<file path="src/design/cdrs_pkg.sv">
// package of constants shared by the clock divider and ready synchroniser
package cdrs_pkg;

    // ------------------------------------------------------------
    // register map, byte addresses on the apb bus
    // ------------------------------------------------------------
    localparam logic [11:0] CDRS_CTRL_OFS = 12'h000;   // control word
    localparam logic [11:0] CDRS_STAT_OFS = 12'h004;   // live status word
    localparam int CDRS_ADDR_W = 12;                   // decoded address bits

    // ------------------------------------------------------------
    // control field positions and reset values
    // ------------------------------------------------------------
    localparam int CDRS_CTRL_HOLD_BIT = 0;             // software hold of the counters
    localparam logic CDRS_CTRL_HOLD_RST = 1'b0;        // counters run after reset

    // ------------------------------------------------------------
    // status field positions
    // ------------------------------------------------------------
    localparam int CDRS_STAT_PROC_BIT = 0;             // processor clock level
    localparam int CDRS_STAT_PERI_BIT = 1;             // peripheral clock level
    localparam int CDRS_STAT_RST_BIT = 2;              // processor reset level
    localparam int CDRS_STAT_RDY_BIT = 3;              // ready output level
    localparam int CDRS_STAT_SRC_BIT = 4;              // latched source select
    localparam int CDRS_STAT_HOLD_BIT = 5;             // counters held now

    // ------------------------------------------------------------
    // pin synchroniser lanes
    // ------------------------------------------------------------
    localparam int CDRS_NSYNC = 10;                    // number of synchronised pins
    localparam int CDRS_S_XTAL = 0;                    // oscillator input
    localparam int CDRS_S_EFI = 1;                     // external frequency input
    localparam int CDRS_S_STRAP = 2;                   // source select strap
    localparam int CDRS_S_CLR = 3;                     // clock sync clear
    localparam int CDRS_S_RES = 4;                     // reset request, low active
    localparam int CDRS_S_RDYA = 5;                    // bus ready a
    localparam int CDRS_S_RDYB = 6;                    // bus ready b
    localparam int CDRS_S_QA = 7;                      // qualifier a, low active
    localparam int CDRS_S_QB = 8;                      // qualifier b, low active
    localparam int CDRS_S_DEPTH = 9;                   // sync depth select

    // ------------------------------------------------------------
    // reset value of processor reset output and strap latch delay
    // ------------------------------------------------------------
    localparam logic CDRS_PRST_RST = 1'b1;             // processor held in reset
    localparam logic [1:0] CDRS_STRAP_WAIT = 2'h3;     // cycles before strap is latched

    // phases of the divide-by-three counter
    typedef enum logic [1:0] {
        DIV_HI,
        DIV_LO1,
        DIV_LO2
    } cdrs_div_t;

endpackage

</file>
<file path="src/design/cdrs_top.sv">
// clock divider, reset synchroniser and ready synchroniser with apb control
//
// The register offsets and the APB register port were left to the implementer.
`timescale 1ns/100ps
`default_nettype none
// Summary of operation
// selected source divided by three, one-third high
// clear input stops the divide counter
// far side syncs clear to source externally
// strap picks oscillator or external source
// oscillator always presented on its output
// peripheral clock is half, fifty percent
// reset request sampled on processor falling edge
// each ready counts only while qualifier low
// single-master systems tie qualifiers low
// two-stage: rising ready via two flops
// two-stage: falling ready straight to flop two
// single-stage: flop one bypassed, falling edge
// depth select may change every bus cycle
// devices meet setup on unsynchronised edges
// counters held while clear high, resume after
// request low active, reset output high active
// ready is or of qualified inputs
module cdrs_top
    import cdrs_pkg::*;
(
    input wire logic pclk,                              // system clock, 250 MHz
    input wire logic presetn,                           // asynchronous block reset, low active
    input wire logic psel,                              // apb select
    input wire logic penable,                           // apb enable
    input wire logic pwrite,                            // apb direction
    input wire logic [cdrs_pkg::CDRS_ADDR_W-1:0] paddr, // apb byte address
    input wire logic [31:0] pwdata,                     // apb write data
    output logic [31:0] prdata,                         // apb read data
    output logic pready,                                // apb ready
    output logic pslverr,                               // apb error on unmapped address
    input wire logic xtal_in,                           // oscillator signal
    input wire logic external_freq_in,                  // external frequency input
    input wire logic freq_select,                       // strap: 1 external, 0 oscillator
    input wire logic clock_sync_clear,                  // counter clear, high active
    input wire logic reset_request_n,                   // reset request, low active
    input wire logic bus_ready_in_a,                    // bus ready a
    input wire logic bus_ready_in_b,                    // bus ready b
    input wire logic ready_qualifier_a_n,               // qualifier a, low active
    input wire logic ready_qualifier_b_n,               // qualifier b, low active
    input wire logic sync_depth_select,                 // 1 single stage, 0 two stage
    output logic oscillator_out,                        // buffered oscillator
    output logic proc_clk,                              // processor clock
    output logic periph_clk,                            // peripheral clock
    output logic proc_reset,                            // processor reset, high active
    output logic ready_out                              // synchronised ready
);
    import cdrs_pkg::*;

    // ------------------------------------------------------------
    // state registers
    // ------------------------------------------------------------
    logic [CDRS_NSYNC-1:0] meta_reg;     // first synchroniser stage, read only by stage two
    logic [CDRS_NSYNC-1:0] sync_reg;     // second synchroniser stage
    logic [CDRS_NSYNC-1:0] sync_next;    // pin word fed to the chain
    logic src_prev_reg, src_prev_next;   // last sampled source level
    logic src_sel_reg, src_sel_next;     // latched strap
    logic [1:0] strap_cnt_reg, strap_cnt_next; // wait before strap latch
    cdrs_div_t div_reg, div_next;        // divide-by-three phase
    logic proc_reg, proc_next;           // processor clock flop
    logic peri_reg, peri_next;           // peripheral clock flop
    logic prst_reg, prst_next;           // processor reset flop
    logic bus_ready_in_a_reg, bus_ready_in_a_next;           // ready flop one, rising edge
    logic bus_ready_in_b_reg, bus_ready_in_b_next;           // ready flop two, falling edge
    logic osc_reg, osc_next;             // oscillator output flop
    logic hold_reg, hold_next;           // software counter hold
    logic [31:0] prdata_reg, prdata_next; // read data flop
    logic pready_reg, pready_next;       // apb ready flop
    logic pslverr_reg, pslverr_next;     // apb error flop

    // ------------------------------------------------------------
    // combinational helpers
    // ------------------------------------------------------------
    logic src_now;                       // selected source level
    logic src_edge;                      // rising edge of selected source
    logic hold_all;                      // counters held by pin or software
    logic rise_ev;                       // processor clock about to rise
    logic fall_ev;                       // processor clock about to fall
    logic qual_rdy;                      // combined qualified ready
    logic acc;                           // apb access phase awaiting answer
    logic hit_ctrl;                      // address decodes to control
    logic hit_stat;                      // address decodes to status

    // pins gathered into one word for the two-flop chain
    assign sync_next = {sync_depth_select, ready_qualifier_b_n, ready_qualifier_a_n,
                        bus_ready_in_b, bus_ready_in_a, reset_request_n,
                        clock_sync_clear, freq_select, external_freq_in, xtal_in};

    // ------------------------------------------------------------
    // next-state logic
    // ------------------------------------------------------------
    // the source is sampled in pclk, so it must stay below a quarter of 250 MHz;
    // edges are counted rather than clocking off the pin, which keeps one domain
    always_comb begin
        src_now = src_sel_reg ? sync_reg[CDRS_S_EFI] : sync_reg[CDRS_S_XTAL];
        src_edge = src_now & ~src_prev_reg;
        hold_all = sync_reg[CDRS_S_CLR] | hold_reg;
        rise_ev = ~hold_all & src_edge & (div_reg == DIV_LO2);
        fall_ev = ~hold_all & src_edge & (div_reg == DIV_HI);
        qual_rdy = (sync_reg[CDRS_S_RDYA] & ~sync_reg[CDRS_S_QA])
                 | (sync_reg[CDRS_S_RDYB] & ~sync_reg[CDRS_S_QB]);
        src_prev_next = src_now;
        osc_next = sync_reg[CDRS_S_XTAL];
        // strap is static: caught once, a few cycles after reset release
        strap_cnt_next = strap_cnt_reg;
        src_sel_next = src_sel_reg;
        if (strap_cnt_reg != CDRS_STRAP_WAIT) begin
            strap_cnt_next = strap_cnt_reg + 2'h1;
            src_sel_next = sync_reg[CDRS_S_STRAP];
        end
        // divide-by-three: one high phase, two low phases
        div_next = div_reg;
        if (hold_all) begin
            div_next = DIV_LO2;
        end else if (src_edge) begin
            unique case (div_reg)
                DIV_HI: div_next = DIV_LO1;
                DIV_LO1: div_next = DIV_LO2;
                DIV_LO2: div_next = DIV_HI;
                default: div_next = DIV_LO2; // two-bit code has one illegal value
            endcase
        end
        proc_next = (div_next == DIV_HI);
        // peripheral clock toggles at each processor falling edge
        peri_next = peri_reg;
        if (hold_all) begin
            peri_next = 1'b0;
        end else if (fall_ev) begin
            peri_next = ~peri_reg;
        end
        // reset request taken at the processor falling edge, polarity inverted
        prst_next = prst_reg;
        if (fall_ev) begin
            prst_next = ~sync_reg[CDRS_S_RES];
        end
        // ready flop one samples on the rising processor edge
        bus_ready_in_a_next = bus_ready_in_a_reg;
        if (rise_ev) begin
            bus_ready_in_a_next = qual_rdy;
        end
        // ready flop two on the falling edge; depth read fresh each time
        bus_ready_in_b_next = bus_ready_in_b_reg;
        if (fall_ev) begin
            if (sync_reg[CDRS_S_DEPTH]) begin
                bus_ready_in_b_next = qual_rdy;
            end else begin
                bus_ready_in_b_next = bus_ready_in_a_reg & qual_rdy;
            end
        end
        // apb slave: answer in the second access cycle from flops
        acc = psel & penable & ~pready_reg;
        hit_ctrl = (paddr == CDRS_CTRL_OFS);
        hit_stat = (paddr == CDRS_STAT_OFS);
        pready_next = acc;
        pslverr_next = acc & ~hit_ctrl & ~hit_stat;
        prdata_next = 32'h0000_0000;
        hold_next = hold_reg;
        // a write lands at the edge where the master samples pready high, not before
        if (psel & penable & pready_reg & pwrite & hit_ctrl) begin
            hold_next = pwdata[CDRS_CTRL_HOLD_BIT];
        end
        if (acc & ~pwrite) begin
            if (hit_ctrl) begin
                prdata_next[CDRS_CTRL_HOLD_BIT] = hold_reg;
            end else if (hit_stat) begin
                prdata_next[CDRS_STAT_PROC_BIT] = proc_reg;
                prdata_next[CDRS_STAT_PERI_BIT] = peri_reg;
                prdata_next[CDRS_STAT_RST_BIT] = prst_reg;
                prdata_next[CDRS_STAT_RDY_BIT] = bus_ready_in_b_reg;
                prdata_next[CDRS_STAT_SRC_BIT] = src_sel_reg;
                prdata_next[CDRS_STAT_HOLD_BIT] = hold_all;
            end
        end
    end

    // ------------------------------------------------------------
    // registers
    // ------------------------------------------------------------
    // everything in one domain; asynchronous reset loads constants only
    always_ff @(posedge pclk or negedge presetn) begin
        if (!presetn) begin
            meta_reg <= '0;
            sync_reg <= '0;
            src_prev_reg <= 1'b0;
            src_sel_reg <= 1'b0;
            strap_cnt_reg <= 2'h0;
            div_reg <= DIV_LO2;
            proc_reg <= 1'b0;
            peri_reg <= 1'b0;
            prst_reg <= CDRS_PRST_RST;
            bus_ready_in_a_reg <= 1'b0;
            bus_ready_in_b_reg <= 1'b0;
            osc_reg <= 1'b0;
            hold_reg <= CDRS_CTRL_HOLD_RST;
            prdata_reg <= 32'h0000_0000;
            pready_reg <= 1'b0;
            pslverr_reg <= 1'b0;
        end else begin
            meta_reg <= sync_next;
            sync_reg <= meta_reg;
            src_prev_reg <= src_prev_next;
            src_sel_reg <= src_sel_next;
            strap_cnt_reg <= strap_cnt_next;
            div_reg <= div_next;
            proc_reg <= proc_next;
            peri_reg <= peri_next;
            prst_reg <= prst_next;
            bus_ready_in_a_reg <= bus_ready_in_a_next;
            bus_ready_in_b_reg <= bus_ready_in_b_next;
            osc_reg <= osc_next;
            hold_reg <= hold_next;
            prdata_reg <= prdata_next;
            pready_reg <= pready_next;
            pslverr_reg <= pslverr_next;
        end
    end

    // outputs straight from flops
    assign oscillator_out = osc_reg;
    assign proc_clk = proc_reg;
    assign periph_clk = peri_reg;
    assign proc_reset = prst_reg;
    assign ready_out = bus_ready_in_b_reg;
    assign prdata = prdata_reg;
    assign pready = pready_reg;
    assign pslverr = pslverr_reg;
endmodule
`default_nettype wire

</file>
<file path="config.mk">
export PLATFORM = sky130hd
export DESIGN_NAME = cdrs_top
export DESIGN_NICKNAME = d
export VERILOG_FILES = /design/src/design/cdrs_pkg.sv /design/src/design/cdrs_top.sv
export SDC_FILE = /design/constraint.sdc
export NUM_CORES = 1
export LEC_CHECK = 0
export ABC_AREA = 1
export CAP_MARGIN = 20
export CORE_MARGIN = 2
export CORE_UTILIZATION = 35
export DETAILED_ROUTE_END_ITERATION = 8
export DONT_BUFFER_PORTS = 1
export GPL_ROUTABILITY_DRIVEN = 0
export SLEW_MARGIN = 20
export SYNTH_ARGS = -nofsm -noshare
export SYNTH_HDL_FRONTEND = slang
export SYNTH_SLANG_ARGS = --single-unit
</file>
<file path="constraint.sdc">
create_clock -name pclk -period 1 [get_ports pclk]
set_input_delay 0 -clock pclk [delete_from_list [all_inputs] [get_ports pclk]]
set_output_delay 0 -clock pclk [all_outputs]
set_load 0.01 [all_outputs]
</file>
# Word-level counts from Yosys, hierarchy flattened
# Cells that the tools add are included.
# totals
reg_bits	41
inputBits	59
# op_classes
bitwise_logic	27
muxes	11
reduce_logical	4
eq_ne	3
n_addsub	1
# op_table
operator	count
bitwise AND 1 bit	15
== test 12 x 3 -> 1 bit (second input constant)	1
zero test 12 bit	1
two-way mux 6 bit	2
NOT 1 bit	10
two-way mux 1 bit	5
two-way mux 5 bit	1
zero test 2 bit	2
two-way mux 2 bit	2
one-hot mux 2 bit (2 select lines)	1
adder 2 x 1 -> 2 bit (second input constant)	1
== test 2 bit (second input constant)	1
inequality test 2 bit (second input constant)	1
bitwise OR 1 bit	2
nonzero test 2 bit	1

# Depth between registers and ports, before layout
# depth
word_depth	6
mapped_depth	8
depth_no_buf	8

# Worst setup path after synthesis
# Ideal clock, no wire load.
# synth_path
path_type	register -> register
from	reg strap_cnt_reg[0]
to	reg strap_cnt_reg[1]
path_stages_with_launch	3
arrival_ns	0.892
slack_ns	-0.016
path_buffers	0
setup_time_ns	0.125
t_required_ns	0.875
cell_sequence	dfrtp_1 > ha_1 > mux2_2
# synth_between
elab_chain_len	1
elab_cells_between_ends	2
cone_classes	add/sub (1); eq/ne (1)
# synth_rtl
element	line_no	text
from (decl)	cdrs_top.sv:63	logic [1:0] strap_cnt_reg, strap_cnt_next;
from (signal assigned)	cdrs_top.sv:208	strap_cnt_reg <= strap_cnt_next;
adder 2 x 1 -> 2 bit or inequality test 2 bit (tied branches)	cdrs_top.sv:113, cdrs_top.sv:112	
# Parallel ways exist; a longest one is shown, timed or not.
# A chain may end at the register's enable or synchronous reset.

# Final worst setup path
# layout_path
from	reg src_sel_reg
to	reg peri_reg, in the netlist periph_clk
# layout_between
elab_chain_len	5
# layout_rtl
element	line_no	text
from (decl)	cdrs_top.sv:62	logic src_sel_reg, src_sel_next;
from (signal assigned)	cdrs_top.sv:207	src_sel_reg <= src_sel_next;
two-way mux 1 bit	cdrs_top.sv:100	src_now = src_sel_reg ? sync_reg[CDRS_S_EFI] : sync_reg[CDRS_S_XTAL];
bitwise AND 1 bit	cdrs_top.sv:101	src_edge = src_now & ~src_prev_reg;
bitwise AND 1 bit (2 in series)	cdrs_top.sv:104	fall_ev = ~hold_all & src_edge & (div_reg == DIV_HI);
nonzero test 2 bit (no source line)	-	
to (signal assigned)	cdrs_top.sv:211	peri_reg <= peri_next;
to (decl)	cdrs_top.sv:66	logic peri_reg, peri_next;
# No other way between the ends.

==> impl_metrics.tcl <==
set metrics [dict create \
    outcome "complete, but fails checks" \
    violations "setup timing" \
    cts_buffers 5 \
    r2r-end "periph_clk$_DFFE_PN0P_" \
    crit_buf_inv 0 \
    synth_edf_count 0 \
    grt_first_pass_wirelength_microns 4195 \
    overflow 0 \
    critPathMaxStageDelay_ns 0.37 \
    synth_ff_type "dfrtp_1" \
    p_int_w 0.002707 \
    area_delta_synth_final_pct 25.75 \
    clk_pin_slew_worst_paths_ns 0.08 \
    endpoint "periph_clk$_DFFE_PN0P_" \
    rr_worst_depth 5 \
    power_density_nw_per_um2 1705 \
    critical_path_class "reg2reg" \
    worst-path-max-fanout 6 \
    crit_start "src_sel_reg$_DFFE_PN0P_" \
    crit_chain "nand2_1, a21oi_4, nand3_4, nand3_1, nand2_1" \
    rows 24 \
    endpoint_kind "flop" \
    utilization 0.4651 \
    fmaxAchievable_ghz 0.9030 \
    die_x_microns 72.30 \
    synth_top_family_by_area "simple AND/OR/NAND/NOR gates" \
    whs_ns 0.009710 \
    antenna_left 0 \
    setup-tns-final_ns -0.3953 \
    clock_latency_ns 0.29 \
    synthTopCellsByArea "dfrtp_1 (60%), buf_4 (12%), nor2_1 (4.4%)" \
    period_needed_ns 1.107 \
    wirelength_microns 2692 \
    htreeDepth 2 \
    crit_top_cell "nand2_1" \
    ys_seq_elements 41 \
    p_leak_nw 0.9792 \
    ioPinCount 98 \
    synth_warnings 0 \
    synth_adder_area_share 0.007663 \
    placed_cell_area_sq_um 1664 \
    fin_crit_sh 1.107 \
    finalSetupViolCount 6 \
    synth-xor-area-share 0.005364 \
    synth_commonest_cells "dfrtp_1 (39), buf_4 (26), nor2_1 (19), nand2_1 (17), inv_1 (16)" \
    muxShareOfSynthArea 0.006897 \
    syn_inst 149 \
    synth.avg_cell_area_sq_um 10.96 \
    wl_per_cell_microns 11.36 \
    synth_top_area_frac 0.5977 \
    drv_slew 0 \
    io_buffers 0 \
    switchingPower_w 0.0007928 \
    cts_max_path_buffers 2 \
    cts_tree "done" \
    pre_cts_ws_ns -0.08627 \
    drc 0 \
    cp_slowest_cell "dfrtp_1" \
    met2_usage 0.1876 \
    clockPowerShare 0.382 \
    final_cell_area_sq_um 2053 \
    synth_top_area_cell "dfrtp_1" \
    antenna_cells 0 \
    track_usage 0.1075 \
    arrival_ns 1.29 \
    synth_cell_types 22 \
    hold_viol_final 0 \
    clockRootBuffer "clkbuf_8" \
    drt_iter0_drc 28 \
    dr.pass1.iters 4 \
    cp_top_family "simple AND/OR/NAND/NOR gates" \
    startpoint_type "flop" \
    antenna_found_initial 0 \
    busiest_layer "met2" \
    synth_compound_area_frac 0.03218 \
    grt_util_met1 0.1109 \
    async_flop_share 1.000 \
    yosysMostFrequentCell "dfrtp_1" \
    ys_seq_area_frac 0.6299 \
    drv_cap 0 \
    chipHeight_microns 72.30 \
    die_area_sq_um 5227 \
    ir_drop_mv 0.9423 \
    rsz0062_at_grt "true" \
    cp.required_ns 1.18 \
    cp.depth 5 \
    hpwl_microns 1814 \
    start_util 0.3699 \
    swShare 0.2265 \
    r2r_setup_slack_ns -0.11 \
    layout.nets 244 \
    combPwrFrac 0.091 \
    drive_gt1_frac 0.2378 \
    vias_per_cell 4.236 \
    hold_path_class "in2reg" \
    cts.sinks 41 \
    grt_max_degree 42 \
    grt_util_met3 0.03750 \
    seqPwrFrac 0.527 \
    core_sq_um 4414 \
    synthSimpleGateAreaFrac 0.1594 \
    grt_pass1_vias 977 \
    regToRegStartpoint "src_sel_reg$_DFFE_PN0P_" \
    skew_ns 0.007460 \
    final.setup.worst_slack_ns -0.1074 \
    synth_area_sq_um 1633 \
    num_vias 1004 \
]
-- through the flow --
stage | total power (W) | instances
after floorplan | 0.002088 | 174
after global placement | 0.002062 | 209
after detailed placement | 0.002070 | 209
after CTS | 0.003514 | 235
after global routing | 0.003652 | 237
final | 0.003500 | 237
-- cell type report --
| type | count | area [sq um] |
|---|---|---|
| Multi-Input combinational cell | 91 | 513.0 |
| Clock inverter | 1 | 30.03 |
| Tap cell | 52 | 65.06 |
| Clock buffer | 7 | 86.33 |
| Sequential cell | 41 | 1028 |
| Timing Repair Buffer | 29 | 270.3 |
| Inverter | 16 | 60.06 |
| Fill cell | 425 | 2361 |
-- how the worst min path moves through the flow --
stage	from	end	slack [ns]	cells after the start
2_1_floorplan	presetn	bus_ready_in_a_reg$_DFFE_PN0P_	-0.30	0
3_3_place_gp	presetn	pslverr$_DFF_PN0_	-0.29	0
3_5_place_dp	presetn	pslverr$_DFF_PN0_	-0.29	0
4_1_cts	paddr[2]	prdata[0]$_DFF_PN0_	0.001	4
5_1_grt	paddr[2]	prdata[5]$_DFF_PN0_	0.04	4
6_report	paddr[2]	prdata[0]$_DFF_PN0_	0.01	4
-- layout by cell type, fill, tap and decap left out, types with 2 or more instances in the layout --
cell type and count:
nor2_1 13, inv_2 2, nand3_4 3, dfstp_2 2, nand3_2 2, nor2_2 5
nor2_4 3, inv_1 14, nand3_1 6, buf_4 12, o21ai_1 3, conb_1 26
a21oi_1 2, dfrtp_1 39, clkbuf_8 6, dlygate4sd3_1 16, nand2_1 16, nand2_2 3
-- cell families (layout without fill, tap and decap cells) --
family          Yosys count  count (layout)
compound gates            8               8
buf+inv                  42              53
simple gates             54              54
fa+ha+maj                 1               1
mux                       1               1
other cells               1              26
xor+xnor                  1               1
flops                    41              41
-- power by group through the flow --
| stage | Clock, W | Combinational (W) | Sequential [W] |
|---|---|---|---|
| finish | 0.00134 | 0.000320 | 0.00184 |
| global route | 0.00144 | 0.000358 | 0.00185 |
| CTS | 0.00137 | 0.000302 | 0.00184 |
| detailed placement | 0 | 0.000195 | 0.00187 |
| global placement | 0 | 0.000188 | 0.00187 |
| floorplan | 0 | 0.000231 | 0.00186 |
-- worst register-to-register path: stages, from the launching register on --
cell and delay [ns]:
dfrtp_1 0.37, nand2_1 0.14, a21oi_4 0.22, nand3_4 0.12, nand3_1 0.09, nand2_1 0.06
-- per-layer routing --
layer  share of wire  routed length [microns]
met2            0.55                     1493
met4           0.020                       55
met1            0.36                      957
met5               0                        0
met3           0.069                      185
-- repair_timing --
item | in CTS | in global routing
setup buffers | 1 | 2
endpoints found under the setup margin | 12 | 17
pin swaps | 6 | 2
hold endpoints to repair | 60 | 0
resized for setup | 6 | 11
gates cloned | 0 | 0
hold buffers | 17 | 0
Note: power is estimated with default switching activity, not from simulation.
